## src/common/spi_access_pkg.sv

```systemverilog
// Constants, frame layouts and register defaults for the serial register port
package spi_access_pkg;

  localparam logic [3:0]  LAST_BIT_IDX       = 4'hF;
  localparam logic [3:0]  READ_PATTERN       = 4'hC;
  localparam logic [15:0] ERROR_FRAME        = 16'h8000;
  localparam logic [7:0]  ZERO_BYTE          = 8'h00;

  localparam logic [5:0]  ADDR_EN            = 6'h00;
  localparam logic [5:0]  ADDR_CONFIG_ONE    = 6'h01;
  localparam logic [5:0]  ADDR_FAULT_ONE     = 6'h11;
  localparam logic [5:0]  ADDR_FAULT_TWO     = 6'h12;
  localparam logic [5:0]  ADDR_LIMP_EN       = 6'h17;
  localparam logic [5:0]  ADDR_LAST          = 6'h24;
  localparam int          REG_COUNT          = 37;

  localparam int          LIMP_BIT           = 4;
  localparam int          RESISTOR_OPEN_BIT  = 7;
  localparam int          POWER_CYCLED_BIT   = 5;
  localparam int          THERMAL_WARN_BIT   = 4;
  localparam logic [7:0]  FAULT_ONE_SET_MASK = 8'h9F;
  localparam logic [7:0]  FAULT_TWO_SET_MASK = 8'hFF;

  localparam logic [7:0] REG_DEFAULT [0:REG_COUNT-1] = '{
    8'h3C, 8'h00, 8'h00, 8'h00, 8'h55, 8'h05, 8'h77, 8'h00,
    8'h00, 8'h01, 8'h00, 8'h00, 8'h00, 8'h00, 8'h0F, 8'h0A,
    8'h99, 8'h20, 8'h00, 8'h3C, 8'h0F, 8'h00, 8'h22, 8'h3C,
    8'h00, 8'h00, 8'h00, 8'h00, 8'h00, 8'h00, 8'h0F, 8'h00,
    8'h00, 8'h00, 8'h00, 8'h00, 8'h00
  };

  typedef enum logic {
    ST_IDLE  = 1'b0,
    ST_SHIFT = 1'b1
  } link_state_t;

  typedef struct packed {
    logic       limp_pin;
    logic       mosi;
    logic       sclk;
    logic       slave_select_low;
  } pin_set_t;

  localparam pin_set_t PIN_IDLE = '{limp_pin: 1'b0, mosi: 1'b0, sclk: 1'b0, slave_select_low: 1'b1};

  typedef struct packed {
    logic       write;
    logic [5:0] addr;
    logic       odd_check_bit;
    logic [7:0] data;
  } command_frame_t;

  typedef struct packed {
    logic       serial_error_flag;
    logic [3:0] pattern;
    logic       timing_resistor_open_flag;
    logic       power_cycled_flag;
    logic       thermal_warning_flag;
    logic [7:0] data;
  } read_response_t;

  typedef struct packed {
    logic       serial_error_flag;
    logic       write;
    logic [5:0] addr;
    logic [7:0] data;
  } write_response_t;

endpackage

```

## src/rtl/bit_synchronizer.sv

```systemverilog
// Two flip-flop synchroniser for asynchronous pin inputs
`timescale 1ns/1ps
module bit_synchronizer #(
  parameter int               WIDTH       = 1,
  parameter logic [WIDTH-1:0] RESET_VALUE = '0
) (
  input  wire logic             clk_in,
  input  wire logic             rst_in,
  input  wire logic [WIDTH-1:0] d_in,
  output logic      [WIDTH-1:0] q_out
);

  logic [WIDTH-1:0] stage1;

  always_ff @(posedge clk_in) begin
    if (rst_in) begin
      stage1 <= RESET_VALUE;
      q_out  <= RESET_VALUE;
    end else begin
      stage1 <= d_in;
      q_out  <= stage1;
    end
  end

endmodule // bit_synchronizer

```

## src/rtl/spi_register_access_port.sv

```systemverilog
// Serial slave port giving a host access to the 8-bit configuration and status registers
`timescale 1ns/1ps
module spi_register_access_port (
  input  wire logic       clk_in,
  input  wire logic       rst_in,
  input  wire logic       slave_select_low_in,
  input  wire logic       sclk_in,
  input  wire logic       mosi_in,
  input  wire logic       limp_home_pin_in,
  input  wire logic [7:0] fault_set_one_in,
  input  wire logic [7:0] fault_set_two_in,
  output logic            miso_out,
  output logic            miso_oe_out,
  output logic            serial_error_flag_out,
  output logic            limp_home_status_out,
  output logic [7:0]      active_enable_out,
  output logic [1:0]      channel_enable_out
);

  spi_access_pkg::pin_set_t       raw_pins;
  spi_access_pkg::pin_set_t       pins;
  spi_access_pkg::link_state_t    state;
  spi_access_pkg::command_frame_t cmd;
  spi_access_pkg::read_response_t rd_resp;
  spi_access_pkg::write_response_t wr_resp;

  logic        prev_sel_low;
  logic        prev_sck;
  logic        sel_fall;
  logic        sel_rise;
  logic        sck_rise;
  logic        sck_fall;
  logic        decode_now;
  logic [3:0]  rise_count;
  logic        got_frame;
  logic [15:0] shift_reg;
  logic [15:0] response;
  logic        parity_bad;
  logic        aligned;
  logic        frame_err;
  logic        addr_listed;
  logic        do_write;
  logic        do_clear;
  logic [7:0]  rd_data;
  logic [7:0]  cmd_data;
  logic        mosi_s;
  logic        limp_pin_s;
  logic [15:0] next_response;
  logic [7:0]  next_config_one;
  logic [7:0]  next_fault_one;
  logic [7:0]  next_fault_two;
  logic [7:0]  regs [0:spi_access_pkg::REG_COUNT-1];

  assign raw_pins = '{limp_pin: limp_home_pin_in, mosi: mosi_in, sclk: sclk_in,
                      slave_select_low: slave_select_low_in};

  bit_synchronizer #(
    .WIDTH       (4),
    .RESET_VALUE (spi_access_pkg::PIN_IDLE)
  ) u_pin_sync (
    .clk_in (clk_in),
    .rst_in (rst_in),
    .d_in   (raw_pins),
    .q_out  (pins)
  );

  assign mosi_s     = pins.mosi;
  assign limp_pin_s = pins.limp_pin;
  assign sel_fall   = prev_sel_low & ~pins.slave_select_low;
  assign sel_rise   = ~prev_sel_low & pins.slave_select_low;
  assign sck_rise   = (state == spi_access_pkg::ST_SHIFT) & ~prev_sck & pins.sclk & ~pins.slave_select_low;
  assign sck_fall   = (state == spi_access_pkg::ST_SHIFT) & prev_sck & ~pins.sclk & ~pins.slave_select_low;
  assign decode_now = (state == spi_access_pkg::ST_SHIFT) & sel_rise;

  // Edge history of synchronised pins
  always_ff @(posedge clk_in) begin
    if (rst_in) begin
      prev_sel_low <= 1'b1;
      prev_sck     <= 1'b0;
    end else begin
      prev_sel_low <= pins.slave_select_low;
      prev_sck     <= pins.sclk;
    end
  end

  // Transfer framing
  always_ff @(posedge clk_in) begin
    if (rst_in) begin
      state <= spi_access_pkg::ST_IDLE;
    end else if (sel_fall) begin
      state <= spi_access_pkg::ST_SHIFT;
    end else if (sel_rise) begin
      state <= spi_access_pkg::ST_IDLE;
    end
  end

  always_ff @(posedge clk_in) begin
    if (rst_in) begin
      rise_count <= 4'h0;
      got_frame  <= 1'b0;
    end else if (sel_fall) begin
      rise_count <= 4'h0;
      got_frame  <= 1'b0;
    end else if (sck_rise) begin
      rise_count <= 4'(rise_count + 4'h1);
      if (rise_count == spi_access_pkg::LAST_BIT_IDX) begin
        got_frame <= 1'b1;
      end
    end
  end

  // One register both receives and transmits, so extra clocks flow through
  always_ff @(posedge clk_in) begin
    if (rst_in) begin
      shift_reg <= spi_access_pkg::ERROR_FRAME;
    end else if (sel_fall) begin
      shift_reg <= response;
    end else if (sck_rise) begin
      shift_reg <= {shift_reg[14:0], mosi_s};
    end
  end

  // Open-drain output: enable only while pulling low
  always_ff @(posedge clk_in) begin
    if (rst_in) begin
      miso_out    <= 1'b1;
      miso_oe_out <= 1'b0;
    end else if (sel_fall) begin
      miso_out    <= response[15];
      miso_oe_out <= ~response[15];
    end else if (sel_rise || pins.slave_select_low) begin
      miso_out    <= 1'b1;
      miso_oe_out <= 1'b0;
    end else if (sck_fall) begin
      miso_out    <= shift_reg[15];
      miso_oe_out <= ~shift_reg[15];
    end
  end

  // Decode of the last sixteen bits
  assign cmd         = spi_access_pkg::command_frame_t'(shift_reg);
  assign cmd_data    = cmd.data;
  assign parity_bad  = cmd.odd_check_bit != ~(^{cmd.write, cmd.addr, cmd.data});
  assign aligned     = got_frame & (rise_count == 4'h0);
  assign frame_err   = ~aligned | parity_bad | (~cmd.write & (cmd.data != spi_access_pkg::ZERO_BYTE));
  assign addr_listed = cmd.addr <= spi_access_pkg::ADDR_LAST;
  assign do_write    = decode_now & cmd.write & ~frame_err & addr_listed
                       & (cmd.addr != spi_access_pkg::ADDR_FAULT_ONE)
                       & (cmd.addr != spi_access_pkg::ADDR_FAULT_TWO);
  assign do_clear    = decode_now & ~cmd.write & ~frame_err;

  always_comb begin
    rd_data = spi_access_pkg::ZERO_BYTE;
    if (addr_listed) begin
      rd_data = regs[cmd.addr];
    end
  end

  always_comb begin
    rd_resp = '{serial_error_flag:         frame_err,
                pattern:                   spi_access_pkg::READ_PATTERN,
                timing_resistor_open_flag: regs[spi_access_pkg::ADDR_FAULT_ONE][spi_access_pkg::RESISTOR_OPEN_BIT],
                power_cycled_flag:         regs[spi_access_pkg::ADDR_FAULT_ONE][spi_access_pkg::POWER_CYCLED_BIT],
                thermal_warning_flag:      regs[spi_access_pkg::ADDR_FAULT_ONE][spi_access_pkg::THERMAL_WARN_BIT],
                data:                      rd_data};
    wr_resp = '{serial_error_flag: 1'b0, write: 1'b1, addr: cmd.addr, data: cmd.data};
    if (!got_frame) begin
      next_response = spi_access_pkg::ERROR_FRAME;
    end else if (cmd.write) begin
      next_response = frame_err ? spi_access_pkg::ERROR_FRAME : 16'(wr_resp);
    end else begin
      next_response = 16'(rd_resp);
    end
  end

  always_ff @(posedge clk_in) begin
    if (rst_in) begin
      response              <= spi_access_pkg::ERROR_FRAME;
      serial_error_flag_out <= 1'b0;
    end else if (decode_now) begin
      response              <= next_response;
      serial_error_flag_out <= frame_err;
    end
  end

  // Hardware-set status: a set in the same cycle as a clear wins
  always_comb begin
    next_fault_one  = regs[spi_access_pkg::ADDR_FAULT_ONE];
    next_fault_two  = regs[spi_access_pkg::ADDR_FAULT_TWO];
    next_config_one = regs[spi_access_pkg::ADDR_CONFIG_ONE];
    if (do_clear && cmd.addr == spi_access_pkg::ADDR_FAULT_ONE) begin
      next_fault_one = spi_access_pkg::ZERO_BYTE;
    end
    if (do_clear && cmd.addr == spi_access_pkg::ADDR_FAULT_TWO) begin
      next_fault_two = spi_access_pkg::ZERO_BYTE;
    end
    next_fault_one = next_fault_one | (fault_set_one_in & spi_access_pkg::FAULT_ONE_SET_MASK);
    next_fault_two = next_fault_two | (fault_set_two_in & spi_access_pkg::FAULT_TWO_SET_MASK);
    if (do_write && cmd.addr == spi_access_pkg::ADDR_CONFIG_ONE) begin
      next_config_one = cmd.data;
      next_config_one[spi_access_pkg::LIMP_BIT] = cmd.data[spi_access_pkg::LIMP_BIT]
        & regs[spi_access_pkg::ADDR_CONFIG_ONE][spi_access_pkg::LIMP_BIT];
    end
    next_config_one[spi_access_pkg::LIMP_BIT] = next_config_one[spi_access_pkg::LIMP_BIT] | limp_pin_s;
  end

  // Register array
  always_ff @(posedge clk_in) begin
    if (rst_in) begin
      for (int i = 0; i < spi_access_pkg::REG_COUNT; i++) begin
        regs[i] <= spi_access_pkg::REG_DEFAULT[i];
      end
    end else begin
      if (do_write) begin
        regs[cmd.addr] <= cmd.data;
      end
      regs[spi_access_pkg::ADDR_CONFIG_ONE] <= next_config_one;
      regs[spi_access_pkg::ADDR_FAULT_ONE]  <= next_fault_one;
      regs[spi_access_pkg::ADDR_FAULT_TWO]  <= next_fault_two;
    end
  end

  // Limp mode selects the alternate enable set
  always_ff @(posedge clk_in) begin
    if (rst_in) begin
      limp_home_status_out <= 1'b0;
      active_enable_out    <= spi_access_pkg::REG_DEFAULT[spi_access_pkg::ADDR_EN];
      channel_enable_out   <= 2'h0;
    end else begin
      limp_home_status_out <= regs[spi_access_pkg::ADDR_CONFIG_ONE][spi_access_pkg::LIMP_BIT];
      if (regs[spi_access_pkg::ADDR_CONFIG_ONE][spi_access_pkg::LIMP_BIT]) begin
        active_enable_out  <= regs[spi_access_pkg::ADDR_LIMP_EN];
        channel_enable_out <= regs[spi_access_pkg::ADDR_LIMP_EN][1:0];
      end else begin
        active_enable_out  <= regs[spi_access_pkg::ADDR_EN];
        channel_enable_out <= regs[spi_access_pkg::ADDR_EN][1:0];
      end
    end
  end
endmodule // spi_register_access_port

```

## config.mk

```make
export PLATFORM = sky130hd
export DESIGN_NAME = spi_register_access_port
export DESIGN_NICKNAME = d
export VERILOG_FILES = /design/src/common/spi_access_pkg.sv /design/src/rtl/bit_synchronizer.sv /design/src/rtl/spi_register_access_port.sv
export SDC_FILE = /design/constraint.sdc
export NUM_CORES = 1
export LEC_CHECK = 0
export ABC_AREA = 1
export BUFFER_PORTS_ARGS = -buffer_cell sky130_fd_sc_hd__clkbuf_2
export CAP_MARGIN = 10
export CORE_UTILIZATION = 60
export DETAILED_ROUTE_END_ITERATION = 8
export HOLD_SLACK_MARGIN = 0.1
export PLACE_DENSITY = 0.76
export SYNTH_ARGS = -nofsm -noshare
export SYNTH_HDL_FRONTEND = slang
export SYNTH_SLANG_ARGS = --single-unit
```

## constraint.sdc

```tcl
create_clock -name clk_in -period 4.5 [get_ports clk_in]
set_input_delay 0.45 -clock clk_in [delete_from_list [all_inputs] [get_ports clk_in]]
set_output_delay 0.45 -clock clk_in [all_outputs]
set_load 0.02 [all_outputs]
```

# Word-level counts from Yosys, hierarchy flattened
# Memory sizes are Yosys's and may differ from the RTL's. A register that Yosys moved wholly into a read port is not among the register bits.
# Cells that the tools add are included.
classes:
  reduce_logical: 13
  n_mux: 33
  n_eq_ne: 8
  n_lt_le_gt_ge: 1
  n_addsub: 1
  bitwise_logic: 39
ops:
  columns: ["operator", "count"]
  rows:
  - ["$mux W16", 5]
  - ["$mux W8", 9]
  - ["$and A1 B1 Y1", 21]
  - ["$mux W6", 3]
  - ["$or A8 B8 Y8", 2]
  - ["$mux W1", 15]
  - ["$reduce_xor A15 Y1", 1]
  - ["$eq A6 B5 Y1 const B", 2]
  - ["$ne A6 B5 Y1 const B", 2]
  - ["$not A1 Y1", 10]
  - ["$reduce_bool A8 Y1", 1]
  - ["$reduce_or A8 Y1", 1]
  - ["$eq A6 B1 Y1 const B", 1]
  - ["$eq A6 B6 Y1 const B", 1]
  - ["$le A6 B6 Y1 const B", 1]
  - ["$or A1 B1 Y1", 6]
  - ["$add A4 B1 Y4 const B", 1]
  - ["$eq A4 B4 Y1 const B", 1]
  - ["$logic_not A4 Y1", 1]
  - ["$reduce_bool A2 Y1", 2]
  - ["$logic_and A1 B1 Y1", 3]
  - ["$reduce_bool A3 Y1", 1]
  - ["$mux W2", 1]
  - ["$reduce_and A2 Y1", 1]
  - ["other kinds (3)", 3]
totals:
  ff_bits: 62
  out_inout_bits: 14
  elab_cells: 111
  ram_bits: 296
  input_bits: 22
  mem_count: 1
memory_table:
  columns: ["name", "depth", "width", "rd", "rd_ports_with_merged_regs", "wr", "line_no", "source"]
  rows:
  - ["regs", 37, 8, 6, 1, 37, "spi_register_access_port.sv:52", "logic [7:0] regs [0:spi_access_pkg::REG_COUNT-1];"]

# Logic depth before layout (Yosys ltp)
# Gate-level depths: netlist (run 1).
depth:
  ltp_word: 16
  depth_mapped: 17
  ltp_nobuf: 14

# Hierarchy
# From an unflattened synthesis (run 1), not the netlist that was laid out.
unflattened:
  hier_cells: 2620
  hier_area_um2: 25747.2
modules_own_cells:
  columns: ["module", "instances", "cells_per_inst", "area_each_um2", "seq_area_each_um2"]
  rows:
  - ["spi_register_access_port", 1, 2595, 25523.2, 16385.7]
  - ["bit_synchronizer", 1, 25, 224.0, 160.2]

# Least setup slack after synthesis (run 1)
# No wires, ideal clock.
synth_timing:
  path_kind: "register to register"
  startpoint: "register shift_reg[0] (netlist: cmd[0])"
  endpoint: "memory regs[39][0], enable pin"
  arrival_ns: 3.349
  n_path_buf: 3
  synth_period_minus_slack_ns: 3.732
  setup_time_ns: 0.383
  required_ns: 4.117
  path_slack_ns: 0.768
  path_stages_with_launch: 17
  cell_sequence: "dfxtp_1 -> inv_1 -> clkbuf_1 -> clkbuf_1 -> ha_1 -> xnor2_1 -> nand2_1 -> nand3_1 -> nand2_1 -> nand2_1 -> nand3_2 -> nor2_4 -> nand2_4 -> nor2_8 -> buf_12 -> nand2_2 -> nor3_1"
synth_lines:
  columns: ["item", "line_no", "source"]
  rows:
  - ["start: declaration", "spi_register_access_port.sv:36", "logic [15:0] shift_reg;"]
  - ["start signal: assignment", "spi_register_access_port.sv:115", "shift_reg <= spi_access_pkg::ERROR_FRAME;"]
  - ["start signal: assignment", "spi_register_access_port.sv:117", "shift_reg <= response;"]
  - ["start signal: assignment", "spi_register_access_port.sv:119", "shift_reg <= {shift_reg[14:0], mosi_s};"]
  - ["end: declaration", "spi_register_access_port.sv:52", null]

==> impl_results.md, run 1 <==
- Met1 usage: 0.403
- DR WL/cell: 20.8 um
- Nets: 2639
- Relative slew slack: 0.203
- Top-level I/O count: 36
- Prevailing post-synth register cell: edfxtp_1
- Slowest cell on crit path: nor2_1
- Worst clock skew: 0.0280 ns
- CTS sink cnt: 578
- Die Height: 209 um
- Share of the synthesized area in the top cell type: 0.580
- PD cells: 415 nW/um^2
- Clock Latency Late Sink: 0.63 ns
- Seq cells post-synth: 578
- Syn-to-layout area delta: 9.98%
- Via density: 5.98
- Max-Cap Viols: 0
- CP Launch Type: flop
- Die W: 209 um
- First-pass DRT Iterations: 7
- CP Buf/Inv Count: 2
- CTS H-Tree Depth: 2
- Busiest grt layer: met2
- Vias: 19000
- Setup TNS: 0 ns
- Crit path DAT: 4.10 ns
- Initial antenna violation count: 0
- Initial DRC count: 2537
- Synth cell count leaders: 844 x nand2_1, 497 x edfxtp_1, 445 x nand3_1
- Critical path peak fanout: 15
- Adder-Cell Fraction of Synth Area: 0.00875
- Worst path cell trace: clkinv_1 > ha_1 > xnor2_1 > xor2_1 > inv_1 > nand2_1 > nand3_2 > nor2_4 > nand2_4 > nor2_8 > nand3_1 > nor2_1
- Met3 track demand over resource: 0.0502
- Vias in the first global route: 18000
- Synthesized area per cell: 9.85 sq um
- Met2 Usage GRT: 0.511
- RSZ-0062 raised after global routing: false
- Delay-heaviest family, CP: simple AND/OR/NAND/NOR gates
- Netlist cell types: 42
- Post-Synthesis Cells: 2615
- # DRC: 0
- CTS Buffer Depth: 3
- Status: finished clean
- Core Footprint: 42100 sq um
- Critical Path RT: 4.74 ns
- GP Congestion: 0.963
- Most common cell in the netlist: nand2_1
- Slew Limit Fails: 0
- Fmax: 259 MHz
- Final-layout fill cell count: 3113
- Post-synth EDFFs: 497
- Tcrit/Tclk final: 0.858
- CP max stage delay: 0.67 ns
- Synth async-reset ratio: 0
- Die ar.: 43700 sq um
- First-pass GRT wire length: 102000 um
- Mapped cell area: 25700 sq um
- Post-synthesis xor/xnor area fraction: 0.00238
- Num CTS Buffers: 56
- Synth Area in Simple Gates: 0.287
- Congestion Overflow GR: 0
- Post-Syn Nets: 2655
- Port buffer count: 33
- Top cells by area, synth: edfxtp_1 58%, nand2_1 12%, nand3_1 8.6%
- Total GRT Usage: 0.307
- Main combinational cell family by area after synthesis: simple AND/OR/NAND/NOR gates
- Peak VDD IR: 360 uV
- Clk root buf: clkbuf_16
- CTS resizes: 0
- Initial core utilization: 0.611
- Mux cell area share after synthesis: 0
- CP Class: flop to flop
- Final setup viols: 0
- DP HPWL: 39700 um
- Final Core Density: 0.672
- Leakage: 10.5 nW
- Min cycle time layout: 3.86 ns
- Final wirelength: 66200 um
- Final hold vios: 0
- YS warnings: 0
- Largest net degree at the start of global routing: 257
- Layout cells sized above 1: 0.0893
- Compound-Gate Fraction of Synth Area: 0.0194
- Worst min-delay path class: flop to flop
- Worst Max-Slew Pin Slew: 1.20 ns
- Post-DRT Antenna Nets: 0
- Area leader, netlist: edfxtp_1
- Kind of end point of the critical path: flop
- Post-CTS setup buffer count: 0
- Clk slew on worst S/H paths: 0.06 ns
- Final antenna diode count: 0
- Register area share after synthesis: 0.643
- CTS tree: built
- FP Rows: 75
[final timing paths]
kind                              from             endpoint  slack (ns)  cells after the start
setup / recovery               cmd[11]          regs[42][6]        0.64                     12
hold / removal    u_pin_sync.stage1[1]  u_pin_sync.q_out[1]        0.41                      2
setup reg to reg               cmd[11]          regs[42][6]        0.64                     12
hold reg to reg   u_pin_sync.stage1[1]  u_pin_sync.q_out[1]        0.41                      2
[flip-flops by register name, summed over array words and instances, names as in the netlist, 4 cells and up, named ones only]
signal and cells:
response 16, cmd 16, regs 512, rise_count 4
u_pin_sync.q_out 4, active_enable_out 8, u_pin_sync.stage1 4
[cell usage in the layout (no fill, tap or decap), drive strengths merged, types with 2 or more instances in the layout]
cell type	netlist	layout
dfxtp	81	81
a21oi	48	48
xnor2	3	3
ha	18	18
dlygate4sd3	0	18
clkinv	4	16
nand4	9	9
edfxtp	497	497
nor3	14	14
nor4	2	2
inv	65	66
xor2	4	4
nand3	473	473
buf	61	49
nand2	848	848
nor2	321	321
nor3b	2	2
or2	2	2
clkbuf	113	115
bufinv	0	4
o21ai	43	43
clkinvlp	0	2
[per-layer routing]
metal  vias to the layer above  wire length, um
met5                         -                0
met4                         0             2650
met3                       193             6540
met2                      1071            32100
met1                      8982            24900
li1                       8789                -
[power breakdown]
part	internal (mW)	switching, mW	total [mW]
Sequential	5.96	0.0759	6.04
Clock	2.80	1.99	4.79
Combinational	0.236	0.680	0.916
Total	8.99	2.75	11.7
[worst register-to-register path: stages, from the launching register on]
cell	delay (ns)
dfxtp_1	0.41
clkinv_1	0.31
ha_1	0.40
xnor2_1	0.16
xor2_1	0.22
inv_1	0.07
nand2_1	0.08
nand3_2	0.10
nor2_4	0.25
nand2_4	0.10
nor2_8	0.37
nand3_1	0.32
nor2_1	0.67
[timing repair]
action                                  CTS  global route
endpoints found under the setup margin    0             0
endpoints found under the hold margin    18             0
hold buffers                             18             0
[kinds of logic (layout without fill, tap and decap cells)]
family / Yosys count / in the layout
other: 1 / 1
buffers and inverters: 243 / 270
AO/OA/AOI/OAI: 95 / 95
XOR/XNOR: 7 / 7
flip-flops: 578 / 578
AND/OR/NAND/NOR: 1673 / 1673
adder cells (fa/ha/maj): 18 / 18
[layout make-up]
type / instances / area, sq um / share of cell area
multi-input combinational: 1794 / 8190 / 0.289
clock buffer: 82 / 1670 / 0.0591
timing repair buffer: 100 / 751 / 0.0265
sequential: 578 / 16600 / 0.585
tap: 539 / 674 / 0.0238
inverter: 69 / 267 / 0.00941
clock inverter: 19 / 210 / 0.00742
[stage by stage]
step	hold WS [ns]	std cells	total power, mW	setup WS (ns)	instance area, sq um
CTS	0.412	3181	11.7	0.703	28300
detailed placement	0.399	3062	7.03	0.705	26300
floorplan	0.388	2615	6.71	0.768	25700
finish	0.411	3181	11.7	0.640	28300
global placement	0.394	3062	7.00	0.804	26300
global route	0.430	3181	12.0	0.440	28300
(Power assumes the default switching activity.)
==> run 2, diff against run 1 <==
SYNTH_HIERARCHICAL = 1   (was default)
==> run 2 against run 1 <==
  * Core utilization fell by 0.42 points
  * Highest routed layer unchanged
  * Via count rose by 0.60%
  * Combinational power fell by 2%
  * Non-clock buffer count fell by 1
  * Synthesized cell count rose by 0.19%
  * Routed wire length fell by 0.93%
  * Final cell count barely moved
  * Critical endpoint is now regs[22][0]
  * Die area barely moved
  * First-iteration DRC count fell by 12%
  * Fmax fell by 7.1%
==> impl_results.md, run 2 <==
- Most common cell in the netlist: nand2_1
- CTS tree: built
- Post-DRT Antenna Nets: 0
- Peak VDD IR: 376 uV
- Mapped cell area: 25700 sq um
- CTS Buffer Depth: 3
- Final hold vios: 0
- Relative slew slack: 0.209
- Die ar.: 43700 sq um
- Share of total power in the clock network: 0.386
- Max-Cap Viols: 0
- Hold path depth: 2
- Final-layout fill cell count: 3045
- Critical path peak fanout: 30
- Die Height: 209 um
- Commonest non-fill, non-tap cell in the layout: nand2_1
- CP max stage delay: 0.54 ns
- Final wirelength: 65600 um
- # DRC: 0
- Status: finished clean
- Worst Setup Slack, final: 0.346 ns
- CP Buf/Inv Count: 2
- First-pass GRT wire length: 101000 um
- Register-to-register setup slack: 0.35 ns
- Worst path cell trace: clkinv_1 > ha_1 > xor2_1 > nand3b_1 > nand2_1 > nand2_1 > nand3_2 > nor2_4 > nand2_2 > nor2_8 > buf_12 > nand3_1 > nand2_1
- Seq cells post-synth: 578
- Crit path DAT: 4.41 ns
- Post-CTS setup buffer count: 0
- Fmax: 241 MHz
- YS warnings: 6
- Congestion Overflow GR: 0
- Sequential cell area: 16600 sq um
- Worst min-delay path class: input pin to flop
- Die W: 209 um
- Cell mode on critical path: nand2_1
- CP Launch Type: flop
- CTS H-Tree Depth: 2
- Area leader, netlist: edfxtp_1
- CP Class: flop to flop
- Top-level I/O count: 36
- Post-Synthesis Cells: 2620
- R2R depth: 13
- Clk root buf: clkbuf_16
- Tcrit/Tclk final: 0.923
- Pwr Total: 11.3 mW
- Slew Limit Fails: 0
- Initial core utilization: 0.611
- Num CTS Buffers: 54
- Largest net degree at the start of global routing: 158
- Critical Path RT: 4.76 ns
- Worst Max-Slew Pin Slew: 1.18 ns
- Delay-heaviest family, CP: simple AND/OR/NAND/NOR gates
- Initial antenna violation count: 0
- DP HPWL: 39000 um
- Total GRT Usage: 0.302
- Synth cell count leaders: 851 x nand2_1, 497 x edfxtp_1, 444 x nand3_1
- Prevailing post-synth register cell: edfxtp_1
- Place WS: 0.445 ns
- CTS sink cnt: 578
- Port buffer count: 33
- FP Rows: 75
- Largest Register: regs
- CTS resizes: 0
- PD cells: 401 nW/um^2
- Min cycle time layout: 4.15 ns
- Worst hold slack: 0.393 ns
- Post-synth EDFFs: 497
- Final setup viols: 0
- Via density: 6.02
- Comb power frac: 0.080
- Syn-to-layout area delta: 9.31%
- Sw Ratio: 0.236
- Vias in the first global route: 18300
- Core Footprint: 42100 sq um
- Layout cells sized above 1: 0.0870
- Clk slew on worst S/H paths: 0.07 ns
- Internal power: 8.62 mW
- Synth async-reset ratio: 0
- Worst clock skew: 0.0235 ns
- Post-Syn Nets: 2660
- Leakage: 10.4 nW
- Netlist cell types: 38
- GP Congestion: 0.935
- Vias: 19100
- Setup TNS: 0 ns
- DR WL/cell: 20.6 um
- Max reg flops: 512
- Top cells by area, synth: edfxtp_1 58%, nand2_1 12%, nand3_1 8.6%
- NetSw: 2.67 mW
- Clock Latency Late Sink: 0.60 ns
- Multi-input logic area: 8200 sq um
- Register area share after synthesis: 0.643
- Nets: 2641
- Kind of end point of the critical path: flop
- First-pass DRT Iterations: 8
- Levels on crit path: 13
- Part of the power in registers: 0.534
- Synthesized area per cell: 9.83 sq um
- Final antenna diode count: 0
- RSZ-0062 raised after global routing: false
- Slowest cell on crit path: dfxtp_1
- Largest regs: regs: 512 flops, cmd: 16 flops, response: 16 flops
- Initial DRC count: 2237
- Commonest cells after routing, fill and taps aside: 851 x nand2_1, 497 x edfxtp_1, 444 x nand3_1
- Share of the synthesized area in the top cell type: 0.580
-- run 2: cell count changes in the layout (fill, tap and decap cells not counted), moves of 3 or more --
cell / delta
nand4_4: -4
nand3_4: +3
nor2_1: -17
clkbuf_8: -8
nor2_2: +14
clkinv_1: +10
clkbuf_16: -3
nand2_1: +7
inv_1: +6
-- run 2: final cells by class --
| cell class | count | area share |
|---|---|---|
| tap | 539 | 0.0240 |
| timing repair buffer | 99 | 0.0269 |
| sequential | 578 | 0.588 |
| inverter | 74 | 0.0101 |
| clock inverter | 25 | 0.00631 |
| clock buffer | 73 | 0.0531 |
| multi-input combinational | 1794 | 0.291 |
-- run 2: kinds of logic after synthesis --
| group | share of synthesized area |
|---|---|
| adders and majority gates | 0.00875 |
| other | 0.000146 |
| buffers and inverters | 0.0394 |
| and+or+nand+nor | 0.287 |
| AOI/OAI and AO/OA | 0.0193 |
| DFF | 0.643 |
| xor gates and xnor gates | 0.00238 |
-- run 2: layer usage --
metal / track usage / share of wire / vias up / wire (um)
met5: 0 / 0 / - / 0
li1: - / - / 8794 / -
met3: 0.0461 / 0.10 / 215 / 6570
met2: 0.497 / 0.48 / 1149 / 31500
met1: 0.402 / 0.38 / 8991 / 24700
met4: 0.131 / 0.044 / 0 / 2860
-- run 2: path summary, 6_finish.rpt --
path / start / endpoint
worst max-delay path: cmd[9] / regs[22][0]
worst min-delay path: rst_in / u_pin_sync/stage1[2]
worst max register to register: cmd[9] / regs[22][0]
worst min register to register: u_pin_sync/stage1[1] / u_pin_sync/q_out[1]
-- run 2: stage by stage --
step	utilization	cell area (sq um)	cells
2_1_floorplan	-	25700	2620
3_3_place_gp	0.624	26300	3065
3_5_place_dp	0.624	26300	3065
4_1_cts	0.668	28100	3181
5_1_grt	0.668	28100	3182
6_report	0.668	28100	3182
-- run 2: power by group through the flow --
| stage | combinational, mW | sequential, mW | clock [mW] |
|---|---|---|---|
| after CTS | 0.876 | 6.03 | 4.36 |
| after global routing | 0.968 | 6.04 | 4.54 |
| after floorplan | 0.553 | 6.13 | 0 |
| after detailed placement | 0.857 | 6.14 | 0 |
| after global placement | 0.838 | 6.13 | 0 |
| final | 0.902 | 6.03 | 4.36 |
-- run 2: what timing repair did --
action,4_1_cts,5_1_grt
endpoints found under the hold margin,18,0
endpoints found under the setup margin,0,0
hold buffers,18,0
